[config.mk]
export PLATFORM = sky130hd
export DESIGN_NAME = cfrs_top
export DESIGN_NICKNAME = d
export VERILOG_FILES = /design/src/rtl/cfrs_pkg.sv /design/src/rtl/cfrs_top.sv
export VERILOG_INCLUDE_DIRS = /design/src /design/src/rtl
export SDC_FILE = /design/constraint.sdc
export NUM_CORES = 1
export LEC_CHECK = 0
export BUFFER_PORTS_ARGS = -buffer_cell sky130_fd_sc_hd__buf_2
export CAP_MARGIN = 20
export CORE_MARGIN = 2
export CORE_UTILIZATION = 30
export DETAILED_ROUTE_END_ITERATION = 7
export HOLD_SLACK_MARGIN = 0.15
export PLACE_DENSITY_LB_ADDON = 0.05
export SLEW_MARGIN = 0
export SYNTH_ARGS = -nofsm -noshare
export SYNTH_HDL_FRONTEND = slang
export SYNTH_SLANG_ARGS = --single-unit
[constraint.sdc]
create_clock -name ref_clk -period 2 [get_ports ref_clk]
set_clock_uncertainty 0.15 [all_clocks]
set_input_delay 0.2 -clock ref_clk [delete_from_list [all_inputs] [get_ports ref_clk]]
set_output_delay 0.2 -clock ref_clk [all_outputs]
set_load 0.005 [all_outputs]
[src/rtl/cfrs_regs.svh]
// Register offsets, field positions, reset values and timing for the
// config and reference source select block. Assumes a 40 MHz ref_clk.
`ifndef CFRS_REGS_SVH
`define CFRS_REGS_SVH

// Register offsets on the two-wire target port
`define CFRS_OFS_TRIM 8'h12
`define CFRS_OFS_PRIM_SRC 8'h13
`define CFRS_OFS_SPREAD 8'h14

// Field positions in the primary source register
`define CFRS_BIT_PRIM_SRC 1
`define CFRS_SWO_MODE_HI 7
`define CFRS_SWO_MODE_LO 6
// Field positions in the spread register
`define CFRS_BIT_SPR_EN 7
`define CFRS_BIT_SPR_DOWN 6
`define CFRS_SPR_AMT_HI 5

// Reset values
`define CFRS_RST_PRIM_SRC 8'h00
`define CFRS_RST_TRIM 6'h00
`define CFRS_RST_SPREAD 8'h00

// Spread amount limits, code is in 0.25 percent steps
`define CFRS_SPR_CTR_MIN 6'h01
`define CFRS_SPR_CTR_MAX 6'h0a
`define CFRS_SPR_DN_MIN 6'h02
`define CFRS_SPR_DN_MAX 6'h14

// Timing
`define CFRS_CLK_HZ 40000000
`define CFRS_SEL_SKEW_NS 100
`define CFRS_SEL_STABLE_US 1000
`define CFRS_STRAP_WAIT 2'h3

// Two-wire bit counter figures
`define CFRS_LAST_BIT 4'h7
`define CFRS_ACK_BIT 4'h8
// Parked one below zero after a start, so the start's own clock fall lands on zero
`define CFRS_START_BIT 4'hf

`endif

[src/rtl/cfrs_pkg.sv]
// Types shared by the config and reference source select block.
// Assumes cfrs_regs.svh supplies all numeric constants.
package cfrs_pkg;

  // Phase of the two-wire target port
  typedef enum logic [2:0] {
    CFRS_TW_IDLE,
    CFRS_TW_ADDR,
    CFRS_TW_REG,
    CFRS_TW_WDATA,
    CFRS_TW_RDATA
  } cfrs_tw_e;

endpackage

[src/rtl/cfrs_top.sv]
// Config select, reference source select, crystal trim and spread
// settings, with the strap-selected two-wire target port.
// Assumes all pins are asynchronous to ref_clk and reset_n is the
// internal power-up reset, synchronous to ref_clk.
`include "cfrs_regs.svh"

// How it works
// - The strap pin level is sampled at power-up and kept to decide what the shared pins do.
// - A high strap makes the two shared pins the high and low config select inputs.
// - A low or floating strap makes the two shared pins the data and clock of the target port.
// - After power-up the strap pin stops being an input and drives the reference clock out.
// - The config loaded is the two-bit number formed by the high and low select pins.
// - The primary source bit makes the crystal input primary at 0 and the diff input at 1.
// - In manual mode the crystal input is active when the select pin equals primary bit.
// - The primary source bit is bit 1 of the register at 0x13, writable over the port.
// - Pin selection acts only while the upper switchover mode bit is clear.
// - A 6-bit trim code sets load capacitance to 4.5 pF plus half the code.
// - Spread is held in one register for the block: centre 0.25 to 2.5 percent, down 0.5 to 5 percent.
// - A change of reference is handed out as one clean registered select.
module cfrs_top #(
  parameter logic [6:0] TARGET_ADDR = 7'h55, // Arbitrary value
  parameter int SEL_STABLE_CYC = (`CFRS_CLK_HZ / 1000000) * `CFRS_SEL_STABLE_US
) (
  input wire logic ref_clk,
  input wire logic reset_n,
  input wire logic ref_out_strap_pin,
  output logic ref_clock_output,
  output logic ref_out_oe,
  input wire logic cfg_hi_sda_pin,
  output logic sda_out,
  output logic sda_oe,
  input wire logic cfg_lo_scl_pin,
  input wire logic input_select_pin,
  output logic i2c_mode,
  output logic [1:0] active_config,
  output logic config_load,
  output logic ref_sel_diff,
  output logic [5:0] crystal_load_trim,
  output logic spread_enable,
  output logic spread_down,
  output logic [5:0] spread_amount
);

  // Settle time after the last select pin edge, rounded up
  localparam int SKEW_CYC = (`CFRS_SEL_SKEW_NS * (`CFRS_CLK_HZ / 1000000) + 999) / 1000;
  localparam int SEL_CNT_W = $clog2(SEL_STABLE_CYC + SKEW_CYC + 1);
  localparam logic [SEL_CNT_W-1:0] SEL_DONE = SEL_CNT_W'(SEL_STABLE_CYC + SKEW_CYC);

  // ----------------------------------------------------------------
  // Pin synchronisers
  // ----------------------------------------------------------------
  logic [1:0] strap_sync_r, hi_sync_r, lo_sync_r, csel_sync_r;
  logic hi_d_r, lo_d_r;

  // Two flops per pin; only the second stage feeds logic
  always_ff @(posedge ref_clk) begin
    strap_sync_r <= {strap_sync_r[0], ref_out_strap_pin};
    hi_sync_r <= {hi_sync_r[0], cfg_hi_sda_pin};
    lo_sync_r <= {lo_sync_r[0], cfg_lo_scl_pin};
    csel_sync_r <= {csel_sync_r[0], input_select_pin};
    hi_d_r <= hi_sync_r[1];
    lo_d_r <= lo_sync_r[1];
    sda_out <= 1'b0; // Open drain: the pin is only ever pulled low
  end

  // ----------------------------------------------------------------
  // Strap capture and reference output
  // ----------------------------------------------------------------
  logic [1:0] strap_wait_r;
  logic strap_done_r, strap_hi_r, ref_div_r;

  // Wait for the synchroniser to fill before catching the strap once
  always_ff @(posedge ref_clk) begin
    if (!reset_n) begin
      strap_wait_r <= 2'h0;
      strap_done_r <= 1'b0;
      strap_hi_r <= 1'b0;
    end else if (!strap_done_r) begin
      if (strap_wait_r == `CFRS_STRAP_WAIT) begin
        strap_done_r <= 1'b1;
        strap_hi_r <= strap_sync_r[1];
      end else begin
        strap_wait_r <= strap_wait_r + 2'h1;
      end
    end
  end

  // Pin turns into a driven reference output once the strap is held
  always_ff @(posedge ref_clk) begin
    if (!reset_n) begin
      ref_out_oe <= 1'b0;
      ref_div_r <= 1'b0;
      ref_clock_output <= 1'b0;
      i2c_mode <= 1'b0;
    end else begin
      ref_out_oe <= strap_done_r;
      ref_div_r <= strap_done_r ? ~ref_div_r : 1'b0;
      ref_clock_output <= ref_div_r;
      i2c_mode <= strap_done_r & ~strap_hi_r;
    end
  end

  // ----------------------------------------------------------------
  // Hardware config select
  // ----------------------------------------------------------------
  logic [SEL_CNT_W-1:0] sel_cnt_r;

  // Reload only after both pins have held still; a skewed pair of
  // edges restarts the wait so no half-changed index is loaded.
  always_ff @(posedge ref_clk) begin
    if (!reset_n) begin
      sel_cnt_r <= '0;
      active_config <= 2'h0;
      config_load <= 1'b0;
    end else begin
      config_load <= 1'b0;
      if (!strap_done_r || !strap_hi_r) begin
        sel_cnt_r <= '0;
      end else if (hi_sync_r[1] != hi_d_r || lo_sync_r[1] != lo_d_r) begin
        sel_cnt_r <= '0;
      end else if (sel_cnt_r != SEL_DONE) begin
        sel_cnt_r <= sel_cnt_r + 1'b1;
        if (sel_cnt_r == SEL_DONE - 1'b1) begin
          active_config <= {hi_sync_r[1], lo_sync_r[1]};
          config_load <= 1'b1;
        end
      end
    end
  end

  // ----------------------------------------------------------------
  // Registers
  // ----------------------------------------------------------------
  logic [7:0] prim_src_r, spread_r, reg_ptr_r, wr_data, rd_data;
  logic wr_en;

  // Write side, fed by the target port
  always_ff @(posedge ref_clk) begin
    if (!reset_n) begin
      prim_src_r <= `CFRS_RST_PRIM_SRC;
      crystal_load_trim <= `CFRS_RST_TRIM;
      spread_r <= `CFRS_RST_SPREAD;
    end else if (wr_en) begin
      if (reg_ptr_r == `CFRS_OFS_PRIM_SRC) begin
        prim_src_r <= wr_data;
      end else if (reg_ptr_r == `CFRS_OFS_TRIM) begin
        crystal_load_trim <= wr_data[5:0];
      end else if (reg_ptr_r == `CFRS_OFS_SPREAD) begin
        spread_r <= wr_data;
      end
    end
  end

  // Read side; unmapped offsets read zero
  always_comb begin
    if (reg_ptr_r == `CFRS_OFS_PRIM_SRC) begin
      rd_data = prim_src_r;
    end else if (reg_ptr_r == `CFRS_OFS_TRIM) begin
      rd_data = {2'h0, crystal_load_trim};
    end else if (reg_ptr_r == `CFRS_OFS_SPREAD) begin
      rd_data = spread_r;
    end else begin
      rd_data = 8'h00;
    end
  end

  // ----------------------------------------------------------------
  // Reference select and spread outputs
  // ----------------------------------------------------------------
  logic [5:0] spr_amt;
  logic spr_dn;

  assign spr_amt = spread_r[`CFRS_SPR_AMT_HI:0];
  assign spr_dn = spread_r[`CFRS_BIT_SPR_DOWN];

  // One registered select: downstream mux sees a single clean change
  always_ff @(posedge ref_clk) begin
    if (!reset_n) begin
      ref_sel_diff <= 1'b0;
    end else if (!prim_src_r[`CFRS_SWO_MODE_HI]) begin
      ref_sel_diff <= csel_sync_r[1] ^ prim_src_r[`CFRS_BIT_PRIM_SRC];
    end else begin
      ref_sel_diff <= prim_src_r[`CFRS_BIT_PRIM_SRC];
    end
  end

  // Spread amount held inside the legal range of its mode
  always_ff @(posedge ref_clk) begin
    if (!reset_n) begin
      spread_enable <= 1'b0;
      spread_down <= 1'b0;
      spread_amount <= `CFRS_SPR_CTR_MIN;
    end else begin
      spread_enable <= spread_r[`CFRS_BIT_SPR_EN];
      spread_down <= spr_dn;
      if (spr_dn) begin
        spread_amount <= (spr_amt < `CFRS_SPR_DN_MIN) ? `CFRS_SPR_DN_MIN :
                         (spr_amt > `CFRS_SPR_DN_MAX) ? `CFRS_SPR_DN_MAX : spr_amt;
      end else begin
        spread_amount <= (spr_amt < `CFRS_SPR_CTR_MIN) ? `CFRS_SPR_CTR_MIN :
                         (spr_amt > `CFRS_SPR_CTR_MAX) ? `CFRS_SPR_CTR_MAX : spr_amt;
      end
    end
  end

  // ----------------------------------------------------------------
  // Two-wire target port
  // ----------------------------------------------------------------
  cfrs_pkg::cfrs_tw_e tw_state_r;
  logic [3:0] bit_cnt_r;
  logic [7:0] rx_r, tx_r;
  logic scl_rise, scl_fall, bus_start, bus_stop, host_ack_r;

  assign scl_rise = lo_sync_r[1] & ~lo_d_r;
  assign scl_fall = ~lo_sync_r[1] & lo_d_r;
  assign bus_start = lo_sync_r[1] & lo_d_r & hi_d_r & ~hi_sync_r[1];
  assign bus_stop = lo_sync_r[1] & lo_d_r & ~hi_d_r & hi_sync_r[1];
  assign wr_en = i2c_mode && scl_fall && tw_state_r == cfrs_pkg::CFRS_TW_WDATA &&
                 bit_cnt_r == `CFRS_LAST_BIT;
  assign wr_data = rx_r;

  // Byte engine; the pointer auto-increments after each written data byte, not after a read byte
  always_ff @(posedge ref_clk) begin
    if (!reset_n || !i2c_mode) begin
      tw_state_r <= cfrs_pkg::CFRS_TW_IDLE;
      bit_cnt_r <= 4'h0;
      rx_r <= 8'h00;
      tx_r <= 8'h00;
      sda_oe <= 1'b0;
      host_ack_r <= 1'b0;
      reg_ptr_r <= 8'h00;
    end else if (bus_start) begin
      tw_state_r <= cfrs_pkg::CFRS_TW_ADDR;
      bit_cnt_r <= `CFRS_START_BIT; // Start's own clock fall must not count as a bit
      sda_oe <= 1'b0;
    end else if (bus_stop) begin
      tw_state_r <= cfrs_pkg::CFRS_TW_IDLE;
      sda_oe <= 1'b0;
    end else if (tw_state_r != cfrs_pkg::CFRS_TW_IDLE) begin
      if (scl_rise) begin
        if (bit_cnt_r != `CFRS_ACK_BIT) begin
          rx_r <= {rx_r[6:0], hi_sync_r[1]};
        end else begin
          host_ack_r <= ~hi_sync_r[1];
        end
      end else if (scl_fall) begin
        if (bit_cnt_r == `CFRS_LAST_BIT) begin
          bit_cnt_r <= `CFRS_ACK_BIT;
          if (tw_state_r == cfrs_pkg::CFRS_TW_RDATA) begin
            sda_oe <= 1'b0;
          end else if (tw_state_r == cfrs_pkg::CFRS_TW_ADDR && rx_r[7:1] != TARGET_ADDR) begin
            tw_state_r <= cfrs_pkg::CFRS_TW_IDLE;
          end else begin
            sda_oe <= 1'b1;
            if (tw_state_r == cfrs_pkg::CFRS_TW_REG) begin
              reg_ptr_r <= rx_r;
            end else if (tw_state_r == cfrs_pkg::CFRS_TW_WDATA) begin
              reg_ptr_r <= reg_ptr_r + 8'h01;
            end
          end
        end else if (bit_cnt_r == `CFRS_ACK_BIT) begin
          bit_cnt_r <= 4'h0;
          sda_oe <= 1'b0;
          case (tw_state_r)
            cfrs_pkg::CFRS_TW_ADDR: begin
              if (rx_r[0]) begin
                tw_state_r <= cfrs_pkg::CFRS_TW_RDATA;
                tx_r <= rd_data;
                sda_oe <= ~rd_data[7];
              end else begin
                tw_state_r <= cfrs_pkg::CFRS_TW_REG;
              end
            end
            cfrs_pkg::CFRS_TW_REG: tw_state_r <= cfrs_pkg::CFRS_TW_WDATA;
            cfrs_pkg::CFRS_TW_RDATA: begin
              if (host_ack_r) begin
                tx_r <= rd_data;
                sda_oe <= ~rd_data[7];
              end else begin
                tw_state_r <= cfrs_pkg::CFRS_TW_IDLE;
              end
            end
            default: tw_state_r <= tw_state_r;
          endcase
        end else begin
          bit_cnt_r <= bit_cnt_r + 4'h1;
          if (tw_state_r == cfrs_pkg::CFRS_TW_RDATA) begin
            tx_r <= {tx_r[6:0], 1'b0};
            sda_oe <= ~tx_r[6];
          end
        end
      end
    end
  end

endmodule

==> summary.json, run 1 <==
{
  "via_count": 3873,
  "grt_max_degree": 45,
  "groute.layer.met3.usage": 0.0344,
  "tritoncts": "built",
  "multi_input_comb_area_mm2": 0.00241,
  "fp.dieH_um": 126,
  "num_antenna_cells": 0,
  "netSwitchingPower_uw": 896,
  "synth.area.top_cells": "sky130_fd_sc_hd__dfxtp_1 (45%), sky130_fd_sc_hd__nand2_1 (4.3%), sky130_fd_sc_hd__nor2_1 (4.2%)",
  "finish.net_count": 607,
  "power_frac_clock": 0.490,
  "hold_ws_ns": 0.178,
  "ys.warnings.count": 0,
  "final.fill_count": 1498,
  "fin_crit_ns": 1.96,
  "synth_flop_cell": "sky130_fd_sc_hd__dfxtp_1",
  "global_route.usage.met2": 0.258,
  "ir_drop_uv": 554,
  "grt_pass1_wl_um": 19700,
  "data_arrival_time_of_the_worst_path_ns": 2.05,
  "worst_path_max_delay_cell": "sky130_fd_sc_hd__a2111o_1",
  "detail_route.iter0.violations": 209,
  "path_cells": "inv_2 -> ha_2 -> inv_1 -> a2111o_1 -> a2111oi_4 -> buf_6 -> nor2_4 -> o2bb2ai_1",
  "port_buffers": 27,
  "avgViaCountPerCell": 4.97,
  "p_per_area_mw_per_mm2": 764,
  "p_seq_frac": 0.471,
  "grt_remaining_overflow": 0,
  "detail_route.wirelength_um": 12200,
  "timing.final.setup_violations": 0,
  "cts_max_level": 3,
  "track_usage": 0.157,
  "finalCritPeriodShare": 0.979,
  "critical_path_required_ns": 2.10,
  "p_sw_frac": 0.204,
  "synth_sequential_area_ratio": 0.447,
  "routabilityCongestion": 0.859,
  "syn_inst": 516,
  "die_area_mm2": 0.0159,
  "internal_power_mw": 3.50,
  "first_global_vias": 3666,
  "tightestPinTransition_ns": 0.480,
  "r2r_cells": 8,
  "clkSlewWorstSetupHoldPaths_ns": 0.07,
  "worst-setup-path-type": "reg2reg",
  "critPathLaunchType": "register",
  "async_sr_flop_fraction": 0,
  "synth-edff-count": 0,
  "slew_viol_final": 0,
  "layout-drive-gt1-share": 0.232,
  "die-width_um": 126,
  "setup.reg_to_reg.worst_slack_ns": 0.04,
  "run_status": "complete, no violations",
  "grtUsageMet1": 0.205,
  "min_path_type": "reg2reg",
  "floorplan.core_area_mm2": 0.0145,
  "worst_r2r_endpoint": "tx_r[5]",
  "synth_top_cell_by_area": "sky130_fd_sc_hd__dfxtp_1",
  "endpoint_kind": "register",
  "drcViolationCount": 0,
  "report.final.hold_viol_count": 0,
  "register_area_mm2": 0.00201,
  "area.growth.synth_to_final_pct": 28.4,
  "static-leakage-power_nw": 2.08,
  "setup_repair_after_global_routing_missed_its_margin": "yes",
  "finalNonFillerCells": 779,
  "drt_first_pass_iters": 4,
  "row_count": 44,
  "initial_utilization": 0.308,
  "hold_path_startpoint": "strap_sync_r[0]",
  "peak_freq_mhz": 510,
  "number_of_antenna_violations_at_the_first_check_in_global_routing": 0,
  "final_core_utilization": 0.395,
  "post_synth_instance_area_mm2": 0.00448,
  "power.share.combinational": 0.039,
  "synthDominantCellAreaShare": 0.447,
  "dp.cells": 755,
  "setup_tns_ns": 0,
  "cpPeakStageDelay_ns": 0.42,
  "grt_busiest_layer": "met2",
  "clock_latency_ns": 0.35,
  "worst_path_maximum_fanout": 6,
  "synth-seq-cells": 100,
  "drt.antenna.violating_nets": 0,
  "layout.cell_area.non_filler_mm2": 0.00575,
  "reg_to_reg_critical_path_startpoint": "lo_sync_r[1]",
  "postSynthAreaPerCell_um2": 8.68,
  "cts_sinks": 100,
  "post-dp-hpwl_um": 8960,
  "cap_violations": 0,
  "hold_path_end": "strap_sync_r[1]",
  "boundaryPins": 29,
  "hold_depth": 0,
  "cts_buffer_depth": 2,
  "cts.root.buffer_cell": "sky130_fd_sc_hd__clkbuf_16",
  "drt-wirelength-per-cell_um": 15.7,
  "yosysUniqueCellTypes": 61,
  "placed_cell_area_mm2": 0.00517,
  "worst_max_slew_margin_expressed_relative_to_the_limit": 0.675,
  "cts_made_buffers": 9
}
layout make-up:
type / instances / area share
Clock inverter: 6 / 0.0235
Inverter: 17 / 0.0111
Clock buffer: 10 / 0.0416
Timing Repair Buffer: 91 / 0.114
Tap cell: 184 / 0.0401
Multi-Input combinational cell: 371 / 0.420
Sequential cell: 100 / 0.350
layer usage:
metal,vias to the layer above,routed length [um]
met5,-,0
met4,0,154
met3,8,374
met2,48,5860
met1,1843,5830
li1,1974,-
power by group through the flow:
stage,Sequential (mW),Combinational [mW],Clock [mW]
after global routing,2.07,0.194,2.29
after global placement,2.11,0.161,0
final,2.07,0.170,2.15
after CTS,2.07,0.169,2.24
after floorplan,2.11,0.106,0
after detailed placement,2.11,0.161,0
cells by family after synthesis:
family,after synthesis,synth area share
AND/OR/NAND/NOR,211,0.234
buffers and inverters,46,0.0408
XOR/XNOR,19,0.0372
flip-flops,100,0.447
adder cells (fa/ha/maj),11,0.0307
multiplexers,15,0.0338
other,1,0.000837
AO/OA/AOI/OAI,113,0.176
repair_timing:
item                                    CTS  global route
gates resized for setup                   5            33
endpoints found under the hold margin     4             0
setup buffers                             1             4
endpoints found under the setup margin    8            35
pin swaps                                 0            17
hold buffers                              4             0
cell usage in the layout, fill, tap and decap left out, types with 3 or more instances in the layout:
| cell type | instances |
|---|---|
| sky130_fd_sc_hd__dfxtp_1 | 95 |
| sky130_fd_sc_hd__buf_4 | 54 |
| sky130_fd_sc_hd__nand2_1 | 50 |
| sky130_fd_sc_hd__nor2_1 | 47 |
| sky130_fd_sc_hd__nand3_1 | 36 |
| sky130_fd_sc_hd__o21ai_0 | 32 |
| sky130_fd_sc_hd__buf_2 | 27 |
| sky130_fd_sc_hd__a21oi_1 | 21 |
| sky130_fd_sc_hd__inv_1 | 16 |
| sky130_fd_sc_hd__mux2i_1 | 14 |
| sky130_fd_sc_hd__xor2_1 | 13 |
| sky130_fd_sc_hd__nor3_1 | 12 |
| sky130_fd_sc_hd__and2_1 | 11 |
| sky130_fd_sc_hd__nand4_1 | 10 |
| sky130_fd_sc_hd__a22oi_1 | 9 |
| sky130_fd_sc_hd__ha_1 | 9 |
| sky130_fd_sc_hd__clkbuf_16 | 9 |
| sky130_fd_sc_hd__nor2b_1 | 8 |
| sky130_fd_sc_hd__o211ai_1 | 6 |
| sky130_fd_sc_hd__xnor2_1 | 6 |
| sky130_fd_sc_hd__nand3b_1 | 5 |
| sky130_fd_sc_hd__nand2b_1 | 5 |
| sky130_fd_sc_hd__buf_6 | 5 |
| sky130_fd_sc_hd__or2_2 | 4 |
| sky130_fd_sc_hd__o2bb2ai_1 | 4 |
| sky130_fd_sc_hd__o32ai_1 | 4 |
| sky130_fd_sc_hd__dfxtp_2 | 4 |
| sky130_fd_sc_hd__bufinv_16 | 4 |
| sky130_fd_sc_hd__dlygate4sd3_1 | 4 |
| sky130_fd_sc_hd__a2111oi_4 | 3 |
| sky130_fd_sc_hd__a31oi_1 | 3 |
| sky130_fd_sc_hd__a211oi_1 | 3 |
| sky130_fd_sc_hd__o221a_2 | 3 |
how the worst max path moves through the flow:
| stage | startpoint | to | slack [ns] | depth (start not counted) |
|---|---|---|---|---|
| 3_3_place_gp | bit_cnt_r[0] | tx_r[6] | -0.06 | 8 |
| 3_5_place_dp | bit_cnt_r[0] | tx_r[3] | -0.04 | 8 |
| 6_report | lo_sync_r[1] | tx_r[5] | 0.04 | 8 |
| 2_1_floorplan | bit_cnt_r[0] | sda_oe | 0.02 | 7 |
| 5_1_grt | lo_sync_r[1] | tx_r[5] | -0.04 | 8 |
| 4_1_cts | lo_sync_r[1] | tw_state_r[0] | 0.0004 | 8 |
metrics by stage:
stage / worst slack (ns) / total power, mW
final: 0.0411 / 4.39
after global routing: -0.0411 / 4.55
after CTS: 0.000410 / 4.47
after detailed placement: -0.0389 / 2.28
after global placement: -0.0588 / 2.27
after floorplan: 0.0169 / 2.21
registers in the layout (all words and copies together) (netlist names), 2 cells and up:
register and flops:
lo_sync_r 2, strap_sync_r 2, csel_sync_r 2, tx_r 7
strap_wait_r 2, reg_ptr_r 8, active_config 2, spread_r 8
crystal_load_trim 6, spread_amount 6, tw_state_r 3, bit_cnt_r 4
rx_r 8, hi_sync_r 2, prim_src_r 8, sel_cnt_r 16
cell usage after synthesis (2+ instances only):
| library cell | count |
|---|---|
| sky130_fd_sc_hd__nand2b_1 | 5 |
| sky130_fd_sc_hd__mux2i_1 | 14 |
| sky130_fd_sc_hd__nand4_1 | 10 |
| sky130_fd_sc_hd__o221a_2 | 3 |
| sky130_fd_sc_hd__or3_1 | 2 |
| sky130_fd_sc_hd__a311oi_1 | 2 |
| sky130_fd_sc_hd__o31ai_1 | 3 |
| sky130_fd_sc_hd__inv_1 | 17 |
| sky130_fd_sc_hd__o211ai_1 | 6 |
| sky130_fd_sc_hd__a22oi_1 | 9 |
| sky130_fd_sc_hd__clkbuf_1 | 23 |
| sky130_fd_sc_hd__a2111oi_0 | 2 |
| sky130_fd_sc_hd__o32ai_1 | 4 |
| sky130_fd_sc_hd__or2_2 | 4 |
| sky130_fd_sc_hd__nand3b_1 | 5 |
| sky130_fd_sc_hd__ha_1 | 11 |
| sky130_fd_sc_hd__and4_1 | 2 |
| sky130_fd_sc_hd__a31oi_1 | 3 |
| sky130_fd_sc_hd__nand3_1 | 36 |
| sky130_fd_sc_hd__a2111oi_2 | 2 |
| sky130_fd_sc_hd__buf_2 | 5 |
| sky130_fd_sc_hd__a211oi_1 | 3 |
| sky130_fd_sc_hd__o21ai_0 | 33 |
| sky130_fd_sc_hd__nand2_1 | 51 |
| sky130_fd_sc_hd__nor3b_1 | 2 |
| sky130_fd_sc_hd__a21oi_1 | 21 |
| sky130_fd_sc_hd__dfxtp_1 | 100 |
| sky130_fd_sc_hd__xor2_1 | 13 |
| sky130_fd_sc_hd__nor3_1 | 12 |
| sky130_fd_sc_hd__and3b_1 | 2 |
| sky130_fd_sc_hd__and2_1 | 11 |
| sky130_fd_sc_hd__o2bb2ai_1 | 5 |
| sky130_fd_sc_hd__nor2_1 | 50 |
| sky130_fd_sc_hd__a311o_1 | 2 |
| sky130_fd_sc_hd__nor2b_1 | 10 |
| sky130_fd_sc_hd__xnor2_1 | 6 |
| sky130_fd_sc_hd__nor4_1 | 3 |
critical path, delay by kind of cell, from the launching register on:
kind            cells  cell delay [ns]
compound gates      3             0.81
fa+ha+maj           1             0.19
buf+inv             3             0.29
flops               1             0.36
simple gates        1             0.06
(Power assumes the default switching activity.)
==> run 2, diff against run 1 <==
--- a/config.mk
+++ b/config.mk
@@ -9,7 +9,7 @@
 export BUFFER_PORTS_ARGS = -buffer_cell sky130_fd_sc_hd__buf_2
 export CAP_MARGIN = 20
 export CORE_MARGIN = 2
-export CORE_UTILIZATION = 30
+export CORE_UTILIZATION = 55
 export DETAILED_ROUTE_END_ITERATION = 7
 export HOLD_SLACK_MARGIN = 0.15
 export PLACE_DENSITY_LB_ADDON = 0.05
==> constraint.sdc (replaced) <==
create_clock -name ref_clk -period 1.86 [get_ports ref_clk]
set_clock_uncertainty 0.15 [all_clocks]
set_input_delay 0.186 -clock ref_clk [delete_from_list [all_inputs] [get_ports ref_clk]]
set_output_delay 0.186 -clock ref_clk [all_outputs]
set_load 0.005 [all_outputs]
==> summary.json, run 2 (synthesis results as in run 1) <==
{
  "min_path_type": "reg2reg",
  "boundaryPins": 29,
  "critPathLaunchType": "register",
  "worst_path_maximum_fanout": 3,
  "worst_path_max_delay_cell": "sky130_fd_sc_hd__dfxtp_4",
  "finalCritPeriodShare": 1.05,
  "via_count": 4127,
  "num_antenna_cells": 0,
  "grt_pass1_wl_um": 18900,
  "setup_repair_after_global_routing_missed_its_margin": "yes",
  "detail_route.wirelength_um": 11800,
  "layout.cell_area.non_filler_mm2": 0.00583,
  "initial_utilization": 0.574,
  "area.growth.synth_to_final_pct": 30.1,
  "cts_sinks": 100,
  "critical_path_required_ns": 1.97,
  "data_arrival_time_of_the_worst_path_ns": 2.06,
  "finalPower_mw": 3.84,
  "routabilityCongestion": 0.897,
  "worst-setup-path-type": "reg2reg",
  "floorplan.core_area_mm2": 0.00781,
  "endpoint_kind": "register",
  "die_area_mm2": 0.00888,
  "p_per_area_mw_per_mm2": 659,
  "static-leakage-power_nw": 2.10,
  "timing.final.setup_violations": 13,
  "port_buffers": 27,
  "cap_violations": 0,
  "drt_first_pass_iters": 5,
  "die-width_um": 94.2,
  "number_of_antenna_violations_at_the_first_check_in_global_routing": 0,
  "cts_made_buffers": 9,
  "placed_cell_area_mm2": 0.00521,
  "layout_commonest_cell": "sky130_fd_sc_hd__dfxtp_1",
  "largest_register_ff_count": 16,
  "fin_crit_ns": 1.95,
  "grt_remaining_overflow": 0,
  "drcViolationCount": 0,
  "detail_route.iter0.violations": 209,
  "run_status": "finished, violations left",
  "failed_checks": "setup timing",
  "largest-register": "sel_cnt_r",
  "clock_latency_ns": 0.36,
  "cts_max_level": 3,
  "avgViaCountPerCell": 5.76,
  "ir_drop_uv": 454,
  "setup_slack_ns": -0.0886,
  "slew_viol_final": 0,
  "fp.dieH_um": 94.2,
  "post-dp-hpwl_um": 8330,
  "clkSlewWorstSetupHoldPaths_ns": 0.10,
  "cpPeakStageDelay_ns": 0.37,
  "tritoncts": "built",
  "drt-wirelength-per-cell_um": 16.5,
  "final_core_utilization": 0.746,
  "layout-drive-gt1-share": 0.303,
  "track_usage": 0.273,
  "peak_freq_mhz": 513,
  "finish.net_count": 626,
  "row_count": 32,
  "final.fill_count": 584,
  "cts.root.buffer_cell": "sky130_fd_sc_hd__clkbuf_8",
  "first_global_vias": 3922,
  "multi_input_comb_area_mm2": 0.00259,
  "grt_max_degree": 25,
  "register_area_mm2": 0.00203,
  "path_cells": "ha_4 -> and3b_1 -> buf_4 -> buf_4 -> o211ai_1 -> a2111oi_4 -> a311oi_1",
  "drt.antenna.violating_nets": 0,
  "tightestPinTransition_ns": 0.504,
  "report.final.hold_viol_count": 0,
  "mostFrequentLayoutCells": "sky130_fd_sc_hd__dfxtp_1 (89), sky130_fd_sc_hd__buf_4 (67), sky130_fd_sc_hd__nand2_1 (50), sky130_fd_sc_hd__nor2_1 (44), sky130_fd_sc_hd__nand3_1 (35)",
  "worst_max_slew_margin_expressed_relative_to_the_limit": 0.661,
  "cts_buffer_depth": 2,
  "worst_path_most_repeated_cell": "sky130_fd_sc_hd__buf_4"
}
[run 2: cell types whose count changed in the layout (fill, tap and decap cells not counted), moves of 5 or more]
cell | before | now
sky130_fd_sc_hd__buf_4 | 54 | 67
sky130_fd_sc_hd__clkbuf_8 | 1 | 10
sky130_fd_sc_hd__clkbuf_16 | 9 | 0
sky130_fd_sc_hd__dfxtp_1 | 95 | 89
sky130_fd_sc_hd__buf_6 | 5 | 10
[run 2: repair_timing]
action / in CTS / in global routing
buffers inserted: 2 / 4
endpoints found under the setup margin: 52 / 56
endpoints found under the hold margin: 9 / 0
pin swaps: 10 / 10
resized for setup: 34 / 44
hold buffers: 5 / 0
[run 2: worst paths after layout]
check        cells past startpoint  slack (ns)         start            to
max                              7       -0.09  bit_cnt_r[0]        sda_oe
min                              0        0.18  lo_sync_r[0]  lo_sync_r[1]
max reg2reg                      7       -0.09  bit_cnt_r[0]        sda_oe
min reg2reg                      0        0.18  lo_sync_r[0]  lo_sync_r[1]
[run 2: through the flow]
step	hold slack, ns	instances	TNS, ns	worst slack, ns
final	0.182	716	-0.545	-0.0886
after detailed placement	0.141	689	-3.05	-0.166
after floorplan	0.0637	517	-0.108	-0.0419
after global routing	0.195	716	-2.86	-0.166
after CTS	0.184	712	-0.388	-0.0542
after global placement	0.140	689	-2.19	-0.223
[run 2: where the power goes]
part	switching [mW]	internal, mW	total, mW
combinational	0.111	0.0911	0.202
clock	0.753	0.663	1.42
sequential	0.0356	2.19	2.22
[run 2: per-layer routing]
metal | global-route usage | routed length [um] | up-vias
li1 | - | - | 2016
met1 | 0.340 | 5240 | 1981
met2 | 0.473 | 5830 | 111
met3 | 0.0546 | 504 | 19
met4 | 0.0845 | 224 | 0
met5 | 0 | 0 | -
[run 2: area by class of cell]
class,instances,area share
multi-input combinational,371,0.444
sequential,100,0.348
timing repair buffer,110,0.141
clock buffer,11,0.0243
tap,102,0.0219
inverter,17,0.0110
clock inverter,5,0.0101
[run 2: worst max-delay path: cells and delay by family, from the launching register on]
family                   cells  cell delay, ns
adder cells (fa/ha/maj)      1            0.16
buffers and inverters        2            0.28
AND/OR/NAND/NOR              1            0.20
AO/OA/AOI/OAI                3            0.70
flip-flops                   1            0.37
==> run 3, diff against run 2 <==
--- a/config.mk
+++ b/config.mk
@@ -13,6 +13,7 @@
 export DETAILED_ROUTE_END_ITERATION = 7
 export HOLD_SLACK_MARGIN = 0.15
 export PLACE_DENSITY_LB_ADDON = 0.05
+export SKIP_CTS_REPAIR_TIMING = 1
 export SLEW_MARGIN = 0
 export SYNTH_ARGS = -nofsm -noshare
 export SYNTH_HDL_FRONTEND = slang
==> summary.json, run 3 (synthesis results as in run 1) <==
{
  "data_arrival_time_of_the_worst_path_ns": 2.10,
  "worst_path_maximum_fanout": 6,
  "cts_sinks": 100,
  "netSwitchingPower_uw": 907,
  "post-dp-hpwl_um": 8330,
  "placed_cell_area_mm2": 0.00521,
  "power_frac_clock": 0.369,
  "drt_first_pass_iters": 4,
  "slew_viol_final": 0,
  "timing.final.setup_violations": 36,
  "initial_utilization": 0.574,
  "cts_made_buffers": 9,
  "min_path_type": "reg2reg",
  "cap_violations": 0,
  "cts.root.buffer_cell": "sky130_fd_sc_hd__clkbuf_8",
  "row_count": 32,
  "report.final.hold_viol_count": 0,
  "largest-register": "sel_cnt_r",
  "via_count": 4150,
  "power.share.combinational": 0.053,
  "ir_drop_uv": 456,
  "port_buffers": 27,
  "drcViolationCount": 0,
  "largest_register_ff_count": 16,
  "p_sw_frac": 0.236,
  "setup_repair_after_global_routing_missed_its_margin": "yes",
  "finalPower_mw": 3.85,
  "setup_slack_ns": -0.137,
  "layout.cell_area.non_filler_mm2": 0.00591,
  "routabilityCongestion": 0.897,
  "hold_ws_ns": 0.181,
  "worst_path_max_delay_cell": "sky130_fd_sc_hd__a2111o_1",
  "die_area_mm2": 0.00888,
  "clock_latency_ns": 0.36,
  "cpPeakStageDelay_ns": 0.43,
  "finalCritPeriodShare": 1.07,
  "critical_path_required_ns": 1.96,
  "die-width_um": 94.2,
  "setup.reg_to_reg.worst_slack_ns": -0.14,
  "number_of_antenna_violations_at_the_first_check_in_global_routing": 0,
  "static-leakage-power_nw": 2.12,
  "drt.antenna.violating_nets": 0,
  "floorplan.core_area_mm2": 0.00781,
  "critPathLaunchType": "register",
  "critical-path-top-delay-family": "compound AO/OA/AOI/OAI gates",
  "clkSlewWorstSetupHoldPaths_ns": 0.09,
  "drt-wirelength-per-cell_um": 17.0,
  "critPathBufInv": 3,
  "cts_buffer_depth": 2,
  "failed_checks": "setup timing",
  "peak_freq_mhz": 501,
  "run_status": "finished, violations left",
  "cts_max_level": 3,
  "fp.dieH_um": 94.2,
  "avgViaCountPerCell": 5.78,
  "layout_commonest_cell": "sky130_fd_sc_hd__dfxtp_1",
  "track_usage": 0.268,
  "fin_crit_ns": 2.00,
  "area.growth.synth_to_final_pct": 31.9,
  "grt_pass1_wl_um": 18700,
  "grt_remaining_overflow": 0,
  "worst-setup-path-type": "reg2reg",
  "grt_max_degree": 25,
  "num_antenna_cells": 0,
  "mostFrequentLayoutCells": "sky130_fd_sc_hd__dfxtp_1 (91), sky130_fd_sc_hd__buf_4 (69), sky130_fd_sc_hd__nand2_1 (48), sky130_fd_sc_hd__nor2_1 (42), sky130_fd_sc_hd__buf_2 (27)",
  "detail_route.wirelength_um": 12200,
  "p_per_area_mw_per_mm2": 651,
  "detail_route.iter0.violations": 187,
  "boundaryPins": 29,
  "layout-drive-gt1-share": 0.344,
  "path_cells": "inv_4 -> ha_4 -> inv_1 -> a2111o_1 -> a2111oi_4 -> buf_6 -> nor2_4 -> o2bb2ai_2",
  "internal_power_mw": 2.94,
  "tritoncts": "built",
  "endpoint_kind": "register",
  "p_seq_frac": 0.577,
  "first_global_vias": 3897,
  "finish.net_count": 628
}
## run 3: changes by cell type in the layout (fill, tap and decap cells not counted), moves of 4 or more
cell and delta:
sky130_fd_sc_hd__nand3_1 -19, sky130_fd_sc_hd__inv_1 +4, sky130_fd_sc_hd__o21ai_1 +17, sky130_fd_sc_hd__inv_2 -5, sky130_fd_sc_hd__o21ai_2 +5, sky130_fd_sc_hd__nand3_2 +19, sky130_fd_sc_hd__o21ai_0 -22
## run 3: layout make-up
cell class	instances	area [um2]
Sequential cell	100	2020
Clock buffer	11	141
Timing Repair Buffer	112	827
Clock inverter	5	58.8
Inverter	17	66.3
Tap cell	102	128
Fill cell	585	1900
Multi-Input combinational cell	371	2670
## run 3: power by group through the flow
stage	logic (mW)	registers (mW)	clock network (mW)
after floorplan	0.117	2.27	0
after global placement	0.175	2.27	0
after detailed placement	0.181	2.27	0
after CTS	0.181	2.22	1.44
after global routing	0.234	2.23	1.52
final	0.204	2.22	1.42
## run 3: path summary, 6_finish.rpt
| kind | start | endpoint | depth (start not counted) |
|---|---|---|---|
| hold / removal | lo_sync_r[0] | lo_sync_r[1] | 0 |
| hold reg to reg | lo_sync_r[0] | lo_sync_r[1] | 0 |
| setup / recovery | lo_sync_r[1] | tx_r[3] | 8 |
| setup reg to reg | lo_sync_r[1] | tx_r[3] | 8 |
## run 3: per-layer routing
metal	vias to the layer above	track usage	share of wire
met5	-	0	0
met4	0	0.0857	0.019
met3	20	0.0514	0.043
met2	114	0.457	0.50
met1	1996	0.340	0.44
li1	2020	-	-
## run 3: metrics by stage
stage,TNS (ns),setup slack [ns],std cells,util
after global placement,-2.19,-0.223,689,0.667
after global routing,-5.96,-0.209,718,0.757
final,-2.28,-0.137,718,0.757
after detailed placement,-3.05,-0.166,689,0.667
after CTS,-4.44,-0.192,705,0.693
after floorplan,-0.108,-0.0419,517,-
